==> config.mk <==
export PLATFORM = sky130hd
export DESIGN_NAME = cmcr_mode_regs
export DESIGN_NICKNAME = d
export VERILOG_FILES = /design/src/inc/cmcr_pkg.sv /design/src/rtl/cmcr_mode_regs.sv /design/src/rtl/cmcr_spi_rx.sv /design/src/rtl/cmcr_sync.sv
export VERILOG_INCLUDE_DIRS = /design/src /design/src/inc
export SDC_FILE = /design/constraint.sdc
export NUM_CORES = 1
export LEC_CHECK = 0
export ABC_CLOCK_PERIOD_IN_PS = 2390
export BUFFER_PORTS_ARGS = -buffer_cell sky130_fd_sc_hd__clkbuf_2
export CORE_MARGIN = 4
export CORE_UTILIZATION = 50
export CTS_CLUSTER_SIZE = 12
export DETAILED_ROUTE_END_ITERATION = 7
export GPL_TIMING_DRIVEN = 0
export MAX_ROUTING_LAYER = met4
export PLACE_DENSITY = 0.7
export SETUP_SLACK_MARGIN = 0.4
export SYNTH_ARGS = -nofsm -noshare
export SYNTH_HDL_FRONTEND = slang
export SYNTH_HIERARCHICAL = 1
export SYNTH_SLANG_ARGS = --single-unit
==> constraint.sdc <==
create_clock -name I_MCLK -period 2.39 [get_ports I_MCLK]
set_input_delay 0.717 -clock I_MCLK [delete_from_list [all_inputs] [get_ports I_MCLK]]
set_output_delay 0.717 -clock I_MCLK [all_outputs]
set_load 0.005 [all_outputs]
==> src/inc/cmcr_map.svh <==
// Purpose: register map, field positions and reset values of the codec
//          mode-control bank
// Assumes: 8-bit registers at 40h..49h, 16-bit access word addr/data
// Notes:   included by bare name; definitions only
`ifndef CMCR_MAP_SVH
`define CMCR_MAP_SVH

`define CMCR_OFS_GLOBAL 8'h40
`define CMCR_OFS_DAC_ATT_L 8'h41
`define CMCR_OFS_DAC_ATT_R 8'h42
`define CMCR_OFS_DAC_IF 8'h43
`define CMCR_OFS_DAC_OUT 8'h44
`define CMCR_OFS_DAC_FILT 8'h45
`define CMCR_OFS_ADC_ATT_L 8'h46
`define CMCR_OFS_ADC_ATT_R 8'h47
`define CMCR_OFS_ADC_IF 8'h48
`define CMCR_OFS_ADC_PROC 8'h49

`define CMCR_RST_GLOBAL 8'hF0
`define CMCR_RST_DAC_ATT 8'hFF
`define CMCR_RST_ADC_ATT 8'hD7
`define CMCR_RST_DAC_IF 8'h00
`define CMCR_RST_DAC_OUT 8'h00
`define CMCR_RST_DAC_FILT 8'h00
`define CMCR_RST_ADC_IF 8'h00
`define CMCR_RST_ADC_PROC 8'h00

`define CMCR_B_REGRST 7
`define CMCR_B_RESYNC 6
`define CMCR_B_ADC_PSV 5
`define CMCR_B_DAC_PSV 4
`define CMCR_B_SE 0
`define CMCR_B_CSEL 7
`define CMCR_B_MS_HI 6
`define CMCR_B_MS_LO 4
`define CMCR_B_FMT_HI 1
`define CMCR_B_FMT_LO 0
`define CMCR_B_RATE 6
`define CMCR_B_PHINV 2
`define CMCR_B_MUTE_R 1
`define CMCR_B_MUTE_L 0
`define CMCR_B_ROLLOFF 7
`define CMCR_B_DMF_HI 6
`define CMCR_B_DMF_LO 5
`define CMCR_B_DEEMPH 4
`define CMCR_B_ZPOL 1
`define CMCR_B_ZFORM 0
`define CMCR_B_ZCD 4
`define CMCR_B_HPF 3

`define CMCR_I2C_ADDR_HI 6'h23
`define CMCR_SPI_BITS 5'h10
`define CMCR_I2C_BITS 4'h8
`define CMCR_SYNC_RST 6'h26

`endif

==> src/inc/cmcr_pkg.sv <==
// Purpose: types shared by the mode-control bank modules
// Assumes: field layout per cmcr_map.svh
// Notes:   none
package cmcr_pkg;

	typedef struct packed {
		logic valid;
		logic [7:0] addr;
		logic [7:0] data;
	} cmcr_wr_t;

	typedef struct packed {
		logic adc_power_save;
		logic dac_power_save;
		logic dac_single_ended;
		logic [7:0] dac_left_atten_code;
		logic [7:0] dac_right_atten_code;
		logic dac_clock_source_sel;
		logic [2:0] dac_master_slave_mode;
		logic [1:0] dac_format_sel;
		logic dac_modulator_rate_sel;
		logic dac_phase_invert;
		logic dac_right_soft_mute;
		logic dac_left_soft_mute;
		logic dac_rolloff_sel;
		logic [1:0] deemph_rate_sel;
		logic deemph_enable;
		logic zero_flag_polarity;
		logic zero_flag_form;
		logic [7:0] adc_left_atten_code;
		logic [7:0] adc_right_atten_code;
		logic adc_clock_source_sel;
		logic [2:0] adc_master_slave_mode;
		logic [1:0] adc_format_sel;
		logic adc_zero_cross_disable;
		logic adc_highpass_skip;
		logic adc_phase_invert;
		logic adc_right_soft_mute;
		logic adc_left_soft_mute;
	} cmcr_ctrl_t;

	typedef enum logic [3:0] {
		I2C_IDLE = 4'h1,
		I2C_RECV = 4'h2,
		I2C_ACK = 4'h4,
		I2C_SKIP = 4'h8
	} cmcr_i2c_state_t;

endpackage : cmcr_pkg

==> src/rtl/cmcr_mode_regs.sv <==
// Purpose: mode-control register bank with 3-wire and I2C write ports
// Assumes: single 100 MHz clock, synchronous active-high reset;
//          serial clocks far slower than I_MCLK
// Notes:   write-only bank; bank reset and resync are one-shot commands
`timescale 1ns/10ps
module cmcr_mode_regs (
	// clock and reset
	input wire logic I_MCLK,
	input wire logic I_RESET,
	// 3-wire control port
	input wire logic I_MS_N,
	input wire logic I_MC,
	input wire logic I_MD,
	// I2C control port
	input wire logic I_SCL,
	input wire logic I_SDA,
	input wire logic I_ADR,
	output logic O_SDA,
	output logic O_SDA_OE,
	// decoded mode fields and commands
	output cmcr_pkg::cmcr_ctrl_t O_CTRL,
	output logic O_RESYNC,
	output logic O_REGBANK_CLR
);
	import cmcr_pkg::*;
	`include "cmcr_map.svh"

	logic [5:0] pins_s;
	logic ms_n_s;
	logic mc_s;
	logic md_s;
	logic scl_s;
	logic sda_s;
	logic adr_s;

	cmcr_wr_t spi_wr;
	cmcr_wr_t i2c_wr;
	cmcr_wr_t wr;

	logic scl_d;
	logic sda_d;
	logic scl_rise;
	logic scl_fall;
	logic i2c_start;
	logic i2c_stop;

	cmcr_i2c_state_t state;
	logic [3:0] bit_cnt;
	logic [7:0] shreg;
	logic [1:0] phase;
	logic [7:0] index;
	logic next_ack;

	localparam logic [1:0] PH_SLAVE = 2'h0;
	localparam logic [1:0] PH_REG = 2'h1;
	localparam logic [1:0] PH_DATA = 2'h2;

	cmcr_ctrl_t ctrl;

	// ---------------------------------------------------------------
	// helpers
	// ---------------------------------------------------------------
	// one window check serves both ports and the I2C acknowledge
	function automatic logic addr_ok(input logic [7:0] a);
		return (a >= `CMCR_OFS_GLOBAL) && (a <= `CMCR_OFS_ADC_PROC);
	endfunction : addr_ok

	// reserved bits are dropped, not stored
	function automatic cmcr_ctrl_t put_byte(
		input cmcr_ctrl_t c,
		input logic [7:0] a,
		input logic [7:0] d
	);
		cmcr_ctrl_t r;
		r = c;
		case (a)
			`CMCR_OFS_GLOBAL: begin
				r.adc_power_save = d[`CMCR_B_ADC_PSV];
				r.dac_power_save = d[`CMCR_B_DAC_PSV];
				r.dac_single_ended = d[`CMCR_B_SE];
			end
			`CMCR_OFS_DAC_ATT_L: begin
				r.dac_left_atten_code = d;
			end
			`CMCR_OFS_DAC_ATT_R: begin
				r.dac_right_atten_code = d;
			end
			`CMCR_OFS_DAC_IF: begin
				r.dac_clock_source_sel = d[`CMCR_B_CSEL];
				r.dac_master_slave_mode =
					d[`CMCR_B_MS_HI:`CMCR_B_MS_LO];
				r.dac_format_sel =
					d[`CMCR_B_FMT_HI:`CMCR_B_FMT_LO];
			end
			`CMCR_OFS_DAC_OUT: begin
				r.dac_modulator_rate_sel = d[`CMCR_B_RATE];
				r.dac_phase_invert = d[`CMCR_B_PHINV];
				r.dac_right_soft_mute = d[`CMCR_B_MUTE_R];
				r.dac_left_soft_mute = d[`CMCR_B_MUTE_L];
			end
			`CMCR_OFS_DAC_FILT: begin
				r.dac_rolloff_sel = d[`CMCR_B_ROLLOFF];
				r.deemph_rate_sel =
					d[`CMCR_B_DMF_HI:`CMCR_B_DMF_LO];
				r.deemph_enable = d[`CMCR_B_DEEMPH];
				r.zero_flag_polarity = d[`CMCR_B_ZPOL];
				r.zero_flag_form = d[`CMCR_B_ZFORM];
			end
			`CMCR_OFS_ADC_ATT_L: begin
				r.adc_left_atten_code = d;
			end
			`CMCR_OFS_ADC_ATT_R: begin
				r.adc_right_atten_code = d;
			end
			`CMCR_OFS_ADC_IF: begin
				r.adc_clock_source_sel = d[`CMCR_B_CSEL];
				r.adc_master_slave_mode =
					d[`CMCR_B_MS_HI:`CMCR_B_MS_LO];
				r.adc_format_sel =
					d[`CMCR_B_FMT_HI:`CMCR_B_FMT_LO];
			end
			`CMCR_OFS_ADC_PROC: begin
				r.adc_zero_cross_disable = d[`CMCR_B_ZCD];
				r.adc_highpass_skip = d[`CMCR_B_HPF];
				r.adc_phase_invert = d[`CMCR_B_PHINV];
				r.adc_right_soft_mute = d[`CMCR_B_MUTE_R];
				r.adc_left_soft_mute = d[`CMCR_B_MUTE_L];
			end
			default: begin
				r = c;
			end
		endcase
		return r;
	endfunction : put_byte

	// power-on image of the whole bank
	// built through put_byte so reset image and decode cannot drift apart
	function automatic cmcr_ctrl_t bank_default();
		cmcr_ctrl_t r;
		r = '0;
		r = put_byte(r, `CMCR_OFS_GLOBAL, `CMCR_RST_GLOBAL);
		r = put_byte(r, `CMCR_OFS_DAC_ATT_L, `CMCR_RST_DAC_ATT);
		r = put_byte(r, `CMCR_OFS_DAC_ATT_R, `CMCR_RST_DAC_ATT);
		r = put_byte(r, `CMCR_OFS_DAC_IF, `CMCR_RST_DAC_IF);
		r = put_byte(r, `CMCR_OFS_DAC_OUT, `CMCR_RST_DAC_OUT);
		r = put_byte(r, `CMCR_OFS_DAC_FILT, `CMCR_RST_DAC_FILT);
		r = put_byte(r, `CMCR_OFS_ADC_ATT_L, `CMCR_RST_ADC_ATT);
		r = put_byte(r, `CMCR_OFS_ADC_ATT_R, `CMCR_RST_ADC_ATT);
		r = put_byte(r, `CMCR_OFS_ADC_IF, `CMCR_RST_ADC_IF);
		r = put_byte(r, `CMCR_OFS_ADC_PROC, `CMCR_RST_ADC_PROC);
		return r;
	endfunction : bank_default

	// ---------------------------------------------------------------
	// pin synchronisers and the 3-wire receiver
	// ---------------------------------------------------------------
	// all pins share one synchroniser depth, so their order is kept
	cmcr_sync #(
		.W(6),
		.RST_VAL(`CMCR_SYNC_RST)
	) u_sync (
		.i_clk(I_MCLK),
		.i_reset(I_RESET),
		.i_async({I_MS_N, I_MC, I_MD, I_SCL, I_SDA, I_ADR}),
		.o_sync(pins_s)
	);

	assign ms_n_s = pins_s[5];
	assign mc_s = pins_s[4];
	assign md_s = pins_s[3];
	assign scl_s = pins_s[2];
	assign sda_s = pins_s[1];
	assign adr_s = pins_s[0];

	// 3-wire words arrive whole; short frames never reach the bank
	cmcr_spi_rx u_spi (
		.i_clk(I_MCLK),
		.i_reset(I_RESET),
		.i_sel_n(ms_n_s),
		.i_sclk(mc_s),
		.i_sdat(md_s),
		.o_wr(spi_wr)
	);

	// ---------------------------------------------------------------
	// I2C slave receiver
	// ---------------------------------------------------------------
	// idle-high history keeps a false START or STOP out after reset
	always_ff @(posedge I_MCLK) begin
		if (I_RESET) begin
			scl_d <= 1'b1;
			sda_d <= 1'b1;
		end else begin
			scl_d <= scl_s;
			sda_d <= sda_s;
		end
	end

	assign scl_rise = scl_s && !scl_d;
	assign scl_fall = !scl_s && scl_d;
	// SCL must be high on both samples, so data moving near a clock
	// edge is never taken for START or STOP
	assign i2c_start = scl_s && scl_d && sda_d && !sda_s;
	assign i2c_stop = scl_s && scl_d && !sda_d && sda_s;

	// acknowledge decision for the byte just shifted in
	// a refusal makes the rest of the transfer be ignored
	always_comb begin
		next_ack = 1'b0;
		case (phase)
			PH_SLAVE: begin
				next_ack = (shreg[7:1] == {`CMCR_I2C_ADDR_HI, adr_s}) &&
					!shreg[0];
			end
			PH_REG: begin
				next_ack = addr_ok(shreg);
			end
			PH_DATA: begin
				next_ack = addr_ok(index);
			end
			default: begin
				next_ack = 1'b0;
			end
		endcase
	end

	always_ff @(posedge I_MCLK) begin
		if (I_RESET) begin
			state <= I2C_IDLE;
			bit_cnt <= 4'h0;
			shreg <= 8'h00;
			phase <= PH_SLAVE;
			index <= `CMCR_OFS_GLOBAL;
			O_SDA_OE <= 1'b0;
			i2c_wr <= '0;
		end else begin
			i2c_wr.valid <= 1'b0;
			if (i2c_stop) begin
				state <= I2C_IDLE;
				O_SDA_OE <= 1'b0;
			end else if (i2c_start) begin
				state <= I2C_RECV;
				bit_cnt <= 4'h0;
				phase <= PH_SLAVE;
				O_SDA_OE <= 1'b0;
			end else begin
				case (state)
					I2C_IDLE: begin
						O_SDA_OE <= 1'b0;
					end
					I2C_RECV: begin
						if (scl_rise && bit_cnt != `CMCR_I2C_BITS) begin
							shreg <= {shreg[6:0], sda_s};
							bit_cnt <= bit_cnt + 4'h1;
						end else if (scl_fall &&
							bit_cnt == `CMCR_I2C_BITS) begin
							bit_cnt <= 4'h0;
							O_SDA_OE <= next_ack;
							state <= next_ack ? I2C_ACK : I2C_SKIP;
							if (phase == PH_SLAVE) begin
								phase <= PH_REG;
							end else if (phase == PH_REG) begin
								// kept even when refused
								phase <= PH_DATA;
								index <= shreg;
							end else if (next_ack) begin
								// index moves only on an accepted data byte
								i2c_wr.valid <= 1'b1;
								i2c_wr.addr <= index;
								i2c_wr.data <= shreg;
								if (index == `CMCR_OFS_ADC_PROC) begin
									index <= `CMCR_OFS_GLOBAL;
								end else begin
									index <= index + 8'h01;
								end
							end
						end
					end
					I2C_ACK: begin
						// free the line on the ninth fall
						if (scl_fall) begin
							O_SDA_OE <= 1'b0;
							state <= I2C_RECV;
						end
					end
					I2C_SKIP: begin
						// refused transfer: wait for START or STOP
						O_SDA_OE <= 1'b0;
					end
					default: begin
						// recover from an illegal code
						state <= I2C_IDLE;
						O_SDA_OE <= 1'b0;
					end
				endcase
			end
		end
	end

	// pin is only ever pulled low; the enable does the work
	always_ff @(posedge I_MCLK) begin
		if (I_RESET) begin
			O_SDA <= 1'b0;
		end else begin
			O_SDA <= 1'b0;
		end
	end

	// ---------------------------------------------------------------
	// register bank
	// ---------------------------------------------------------------
	// 3-wire word takes precedence if both ports finish together
	assign wr = spi_wr.valid ? spi_wr : i2c_wr;

	always_ff @(posedge I_MCLK) begin
		if (I_RESET) begin
			ctrl <= bank_default();
			O_RESYNC <= 1'b0;
			O_REGBANK_CLR <= 1'b0;
		end else begin
			O_RESYNC <= 1'b0;
			O_REGBANK_CLR <= 1'b0;
			if (wr.valid && addr_ok(wr.addr)) begin
				if (wr.addr == `CMCR_OFS_GLOBAL &&
					!wr.data[`CMCR_B_REGRST]) begin
					// command bit is never stored; the bank reloads its defaults
					ctrl <= bank_default();
					O_REGBANK_CLR <= 1'b1;
				end else begin
					// resync still stores the other bits of the byte
					ctrl <= put_byte(ctrl, wr.addr, wr.data);
					if (wr.addr == `CMCR_OFS_GLOBAL &&
						!wr.data[`CMCR_B_RESYNC]) begin
						O_RESYNC <= 1'b1;
					end
				end
			end
		end
	end

	assign O_CTRL = ctrl;

endmodule : cmcr_mode_regs

==> src/rtl/cmcr_spi_rx.sv <==
// Purpose: 3-wire serial receiver, one 16-bit write word per frame
// Assumes: inputs already synchronised; data sampled on clock rise
// Notes:   frame shorter than 16 bits is dropped; longer keeps last 16
`timescale 1ns/10ps
module cmcr_spi_rx (
	// clock and reset
	input wire logic i_clk,
	input wire logic i_reset,
	// synchronised serial lines
	input wire logic i_sel_n,
	input wire logic i_sclk,
	input wire logic i_sdat,
	// completed write word
	output cmcr_pkg::cmcr_wr_t o_wr
);
	import cmcr_pkg::*;
	`include "cmcr_map.svh"

	logic sclk_d;
	logic sel_n_d;
	logic [4:0] cnt;
	logic [15:0] shreg;

	always_ff @(posedge i_clk) begin
		if (i_reset) begin
			sclk_d <= 1'b0;
			sel_n_d <= 1'b1;
		end else begin
			sclk_d <= i_sclk;
			sel_n_d <= i_sel_n;
		end
	end

	always_ff @(posedge i_clk) begin
		if (i_reset) begin
			cnt <= 5'h00;
			shreg <= 16'h0000;
		end else if (i_sel_n) begin
			cnt <= 5'h00;
		end else if (i_sclk && !sclk_d) begin
			shreg <= {shreg[14:0], i_sdat};
			if (cnt != `CMCR_SPI_BITS) begin
				cnt <= cnt + 5'h01;
			end
		end
	end

	// word is handed over only when the frame closes
	always_ff @(posedge i_clk) begin
		if (i_reset) begin
			o_wr <= '0;
		end else begin
			o_wr.valid <= i_sel_n && !sel_n_d &&
				(cnt == `CMCR_SPI_BITS);
			o_wr.addr <= shreg[15:8];
			o_wr.data <= shreg[7:0];
		end
	end

endmodule : cmcr_spi_rx

==> src/rtl/cmcr_sync.sv <==
// Purpose: two-flop synchroniser for pin inputs
// Assumes: inputs asynchronous to i_clk
// Notes:   first stage feeds only the second stage
`timescale 1ns/10ps
module cmcr_sync #(
	parameter int W = 1,
	parameter logic [W-1:0] RST_VAL = '0
) (
	// clock and reset
	input wire logic i_clk,
	input wire logic i_reset,
	// pins and synchronised copy
	input wire logic [W-1:0] i_async,
	output logic [W-1:0] o_sync
);
	logic [W-1:0] meta;

	always_ff @(posedge i_clk) begin
		if (i_reset) begin
			meta <= RST_VAL;
			o_sync <= RST_VAL;
		end else begin
			meta <= i_async;
			o_sync <= meta;
		end
	end

endmodule : cmcr_sync
Yosys cells after proc, flatten, opt, wreduce, memory -nomap -nowiden --
Cells that the tools add are included.
Cells by class: reduce and logical (&&, ||, !) cells 71, add/subtract/negate cells 3, equality and inequality tests 30, bitwise operators 10, muxes and demuxes 39, $lt $le $gt $ge 6
Operators with widths (number):
- equality test 8 x 7 -> 1 bit, second input constant | 11
- two-way mux 62 bit | 1
- two-way mux 8 bit | 7
- two-way mux 4 bit | 9
- two-way mux 17 bit | 2
- nonzero test 2 bit | 13
- >= comparator 8 x 7 -> 1 bit, second input constant | 3
- less-or-equal comparator 8 x 7 -> 1 bit, second input constant | 3
- AND reduction 2 bit | 12
- logical AND 1 bit | 19
- two-way mux 6 bit | 3
- two-way mux 2 bit | 7
- case mux 4 bit (3 select lines) | 1
- AND reduction 4 bit | 3
- NOT 1 bit | 10
- logical NOT 1 bit | 9
- != test 3 bit, second input constant | 3
- adder 8 x 1 -> 8 bit, second input constant | 1
- equality test 4 bit, second input constant | 2
- != test 2 bit, second input constant | 4
- AND reduction 8 bit | 1
- OR reduction 2 bit | 4
- OR reduction 8 bit | 1
- equality test 7 bit | 1
- 22 further kinds | 29
Storage, ports and cells: bits in registers 162, logic and storage cells 209

Logic depth before layout (Yosys ltp) --
depth after elaboration 8, depth in mapped cells 10, gate-level depth less buffers 7

Hierarchy --
The synthesis kept the hierarchy.
Modules (own cells, without submodules):
- cmcr_mode_regs | times used 1, area each 4772.1 um^2, cells an instance 530, seq. area each 2202.1 um^2
- cmcr_spi_rx | times used 1, area each 1358.8 um^2, cells an instance 142, seq. area each 800.8 um^2
- cmcr_sync | times used 1, area each 327.8 um^2, cells an instance 25, seq. area each 240.2 um^2

Least setup slack after synthesis --
OpenSTA, ideal clock, no wires.
path type register to register, from register i2c_wr[13] (netlist name), to register ctrl (netlist bit O_CTRL[19]), setup slack 212 ps, data required time 2273 ps, cell stages (with the launch flop) 7, buffers on the path 1, arrival time 2062 ps, path through dfxtp_1 -> or4b_1 -> a2bb2oi_2 -> buf_6 -> or3_4 -> or3_4 -> o22a_1
Between the ends: cells in the longest elaborated chain, start to end 5, elaborated cells between the ends (all ways) 11
Ends and longest elaborated chain:
- from (decl) | RTL line cmcr_mode_regs.sv:37 | cmcr_wr_t i2c_wr;
- two-way mux 17 bit (*) | RTL line cmcr_mode_regs.sv:313 | assign wr = spi_wr.valid ? spi_wr : i2c_wr;
- >= comparator 8 x 7 -> 1 bit (no source line) (tied with other cells)
- logical AND 1 bit, on equally long branches | RTL line cmcr_mode_regs.sv:65, cmcr_mode_regs.sv:324
- logical AND 1 bit / nonzero test 2 bit (equally long branches)
- AND reduction 2 bit (no source line)
- to (signal assigned) | RTL line cmcr_mode_regs.sv:317 | ctrl <= bank_default();
- to (signal assigned) | RTL line cmcr_mode_regs.sv:327 | ctrl <= bank_default();
- to (signal assigned) | RTL line cmcr_mode_regs.sv:331 | ctrl <= put_byte(ctrl, wr.addr, wr.data);
- to (decl) | RTL line cmcr_mode_regs.sv:58 | cmcr_ctrl_t ctrl;
Mark *: on every way between the ends. The rest lies on a longest branch, timed or not. A chain may end at the register's enable or synchronous reset.

Worst setup path after layout --
from register i2c_wr[12] (netlist name), to register ctrl (netlist bit O_CTRL[25])
Same word-level chain as after synthesis.

==> results.py <==
metrics = {
    "synth": {
        "synth_area_um2": 6460,
        "synth-edff-count": 0,
        "synthesis.nets": 712,
        "synth_flop_cell": "sky130_fd_sc_hd__dfxtp_1",
        "postSynthRegisterBits": 162,
        "synthArstFlopShare_pct": 0,
        "post_synth_inst_count": 697,
        "synth-seq-area-share_pct": 50.2,
        "yosys_warnings": 6,
        "synth_area_per_cell_um2": 9.27,
        "post_synth_num_cell_types": 72,
    },
    "power_and_ir_drop": {
        "internal_power_uw": 4590,
        "switching_fraction_pct": 20.3,
        "p_sw_uw": 1170,
        "power.clock.fraction_pct": 50.6,
        "p_total_uw": 5760,
        "power_density_over_cell_area_nw_per_um2": 658,
        "power_frac_comb_pct": 2.2,
        "leak_uw": 0.00320,
        "pwr-share-seq_pct": 47.2,
        "vdd_ir_drop_max_uv": 486,
    },
    "detailed_routing": {
        "routed-via-count": 5788,
        "post_drt_wl_per_cell_um": 17.8,
        "totalWireLength_um": 18000,
        "detailedRoute.firstIterationViolations": 461,
        "first_pass_iters": 5,
        "post_drt_via_cell_ratio": 5.74,
        "drc_violations_left": 0,
        "ant_nets": 0,
    },
    "timing": {
        "finalHoldViolCount": 0,
        "max_freq_mhz": 447,
        "max_slew.worst_pin.slew_ns": 0.804,
        "finalCritPeriodShare_pct": 93.7,
        "tns_ns": 0,
        "setup_viol": 0,
        "layout_setup_ws_ns": 0.151,
        "clock_period_minus_final_worst_setup_slack_ns": 2.24,
        "clock_skew_ns": 0.00832,
        "rsz0062_at_grt": "yes",
        "slew_violations": 0,
        "slew-limit-headroom_pct": 46.2,
    },
    "clock_tree": {
        "clock-sinks": 162,
        "clock_tree_from_tritoncts": "done",
        "clk-insertion-delay-late_ns": 0.42,
        "cts_buffer_depth": 2,
        "htreeDepth": 4,
        "cts.root.buffer_cell": "sky130_fd_sc_hd__clkbuf_16",
        "holdBufCountCts": 0,
        "number_of_buffers_created_by_cts": 17,
        "clkTransAtPathRegs_ns": 0.06,
    },
    "finish": {
        "design.final.nets": 839,
        "mostFrequentLayoutCells": "sky130_fd_sc_hd__dfxtp_1, sky130_fd_sc_hd__nand2_1, sky130_fd_sc_hd__clkbuf_2",
        "drive_gt1_share_pct": 35.8,
        "layout.cells.most_common": "sky130_fd_sc_hd__dfxtp_1",
        "area_delta_synth_final_pct": 35.5,
        "fin_util_pct": 69.4,
        "antenna_cells": 0,
    },
    "global_route": {
        "antenna_violations_before_repair": 0,
        "grt_pass1_vias": 5403,
        "grt-ovfl-total": 0,
        "grt_pass1_wl_um": 27500,
        "groute.usage.overall_pct": 24.5,
        "pin_count_of_the_biggest_net_entering_global_routing": 17,
    },
    "die": {
        "design.portCount": 74,
        "die_width_um": 122,
        "num_rows": 41,
        "initial_utilization_pct": 51.2,
        "die_area_um2": 14800,
        "floorplan.core_area_um2": 12600,
        "die_span_in_y_um": 122,
    },
    "place": {
        "detailedPlacementHpwl_um": 11700,
        "numPortBuffers": 72,
        "place_congestion": 1.04,
        "place_ws_ns": -0.289,
    },
    "worst_setup_path": {
        "worst-setup-path-type": "flip-flop to flip-flop",
        "worst_path_max_delay_cell": "sky130_fd_sc_hd__or4b_4",
        "critical_path.endpoint_type": "flip-flop",
        "cp_cell_sequence": "or4b_4 -> a2bb2oi_4 -> buf_6 -> or3_4 -> or3_4 -> o22a_1",
        "setup.worst_path.start_class": "flip-flop",
        "worst_ep_required_ns": 2.70,
        "crit_path_max_incr_delay_ns": 0.55,
        "worstPathMaxFanout": 5,
        "path_common_cell": "sky130_fd_sc_hd__or3_4",
        "cp.arrival_ns": 2.55,
    },
    "min_path": {
        "worst_min_path_class": "flip-flop to flip-flop",
    },
    "flow_run": {
        "maxCapViolations": 0,
    },
    "outcome": {
        "status": "completed",
    },
}
[layer usage]
layer  GRT usage, %  part of all wire (%)
met2           37.6                    48
met3           5.48                   7.1
met1           31.5                    43
met4           9.80                   2.1
met5              -                     0
[cells in the mapped netlist (6+ instances only)]
cell / n / area, um2
sky130_fd_sc_hd__dfxtp_1: 162 / 3240
sky130_fd_sc_hd__clkbuf_1: 23 / 86.3
sky130_fd_sc_hd__inv_1: 13 / 48.8
sky130_fd_sc_hd__nand2b_1: 8 / 50.1
sky130_fd_sc_hd__a211oi_1: 6 / 45.0
sky130_fd_sc_hd__a21oi_1: 75 / 375
sky130_fd_sc_hd__nand2_1: 96 / 360
sky130_fd_sc_hd__nand3_1: 7 / 35.0
sky130_fd_sc_hd__o22ai_1: 9 / 56.3
sky130_fd_sc_hd__nor3b_1: 9 / 67.6
sky130_fd_sc_hd__or3_1: 6 / 37.5
sky130_fd_sc_hd__o22a_1: 8 / 70.1
sky130_fd_sc_hd__mux2_2: 8 / 90.1
sky130_fd_sc_hd__nor2b_1: 27 / 169
sky130_fd_sc_hd__nor3_1: 34 / 170
sky130_fd_sc_hd__o2bb2ai_1: 14 / 123
sky130_fd_sc_hd__buf_2: 7 / 35.0
sky130_fd_sc_hd__nor2_1: 40 / 150
sky130_fd_sc_hd__ha_1: 7 / 87.6
sky130_fd_sc_hd__or2_1: 6 / 37.5
sky130_fd_sc_hd__o21ai_0: 19 / 95.1
sky130_fd_sc_hd__and3b_1: 6 / 52.6
[final timing paths]
check | startpoint | slack [ns] | to | cells past startpoint
worst max-delay path | i2c_wr[12]$_SDFFE_PP0P_ | 0.15 | O_CTRL[25]$_SDFFE_PP1P_ | 6
worst min register to register | u_sync/meta[1]$_SDFF_PP1_ | 0.41 | u_sync/o_sync[1]$_SDFF_PP1_ | 1
worst min-delay path | u_sync/meta[1]$_SDFF_PP1_ | 0.41 | u_sync/o_sync[1]$_SDFF_PP1_ | 1
worst max register to register | i2c_wr[12]$_SDFFE_PP0P_ | 0.15 | O_CTRL[25]$_SDFFE_PP1P_ | 6
[cell families (layout without fill, tap and decap cells)]
family	count (synthesis)	after routing	synth area share, %
AO/OA/AOI/OAI	176	176	18.9
XOR/XNOR	5	5	0.678
adder cells (fa/ha/maj)	7	7	1.36
buffers and inverters	52	192	3.80
flip-flops	162	162	50.2
multiplexers	11	11	1.86
other	1	1	0.0581
AND/OR/NAND/NOR	283	283	23.2
[critical path: cells and delay by family, from the launching register on]
family,cells,cell delay [ns]
simple gates,3,1.29
flops,1,0.31
buf+inv,1,0.14
compound gates,2,0.39
[power groups by stage]
| stage | Combinational, uW | Clock (uW) | Sequential (uW) |
|---|---|---|---|
| floorplan | 70.7 | 0 | 2780 |
| global placement | 105 | 0 | 2780 |
| detailed placement | 107 | 0 | 2780 |
| CTS | 115 | 2950 | 2720 |
| global route | 134 | 3090 | 2720 |
| finish | 125 | 2920 | 2720 |
[registers in the layout (all words and copies together) (netlist names)]
| signal | cells |
|---|---|
| u_spi/o_wr | 17 |
| sda_d | 1 |
| bit_cnt | 4 |
| O_RESYNC | 1 |
| O_REGBANK_CLR | 1 |
| u_spi/sel_n_d | 1 |
| phase | 2 |
| u_sync/meta | 6 |
| O_SDA_OE | 1 |
| u_spi/cnt | 5 |
| u_spi/sclk_d | 1 |
| i2c_wr | 17 |
| index | 8 |
| O_CTRL | 62 |
| shreg | 8 |
| u_sync/o_sync | 6 |
| u_spi/shreg | 16 |
| scl_d | 1 |
| state | 4 |
[final cells by class]
type,count,area (um2)
Fill cell,958,3860
Multi-Input combinational cell,483,3590
Sequential cell,162,3260
Timing Repair Buffer,108,682
Clock buffer,21,470
Buffer,38,309
Tap cell,172,215
Clock inverter,11,173
Inverter,14,52.6
[what timing repair did]
item,CTS,global route
setup buffers,25,7
cloned,4,0
resized for setup,113,83
endpoints found under the setup margin,101,97
pin swaps,32,21
[through the flow]
stage	std cells	hold slack, ns	area (um2)
floorplan	697	0.374	6480
global placement	941	0.387	7050
detailed placement	941	0.400	7050
CTS	1002	0.409	8370
global route	1009	0.417	8750
finish	1009	0.413	8750
(Power assumes the default switching activity.)
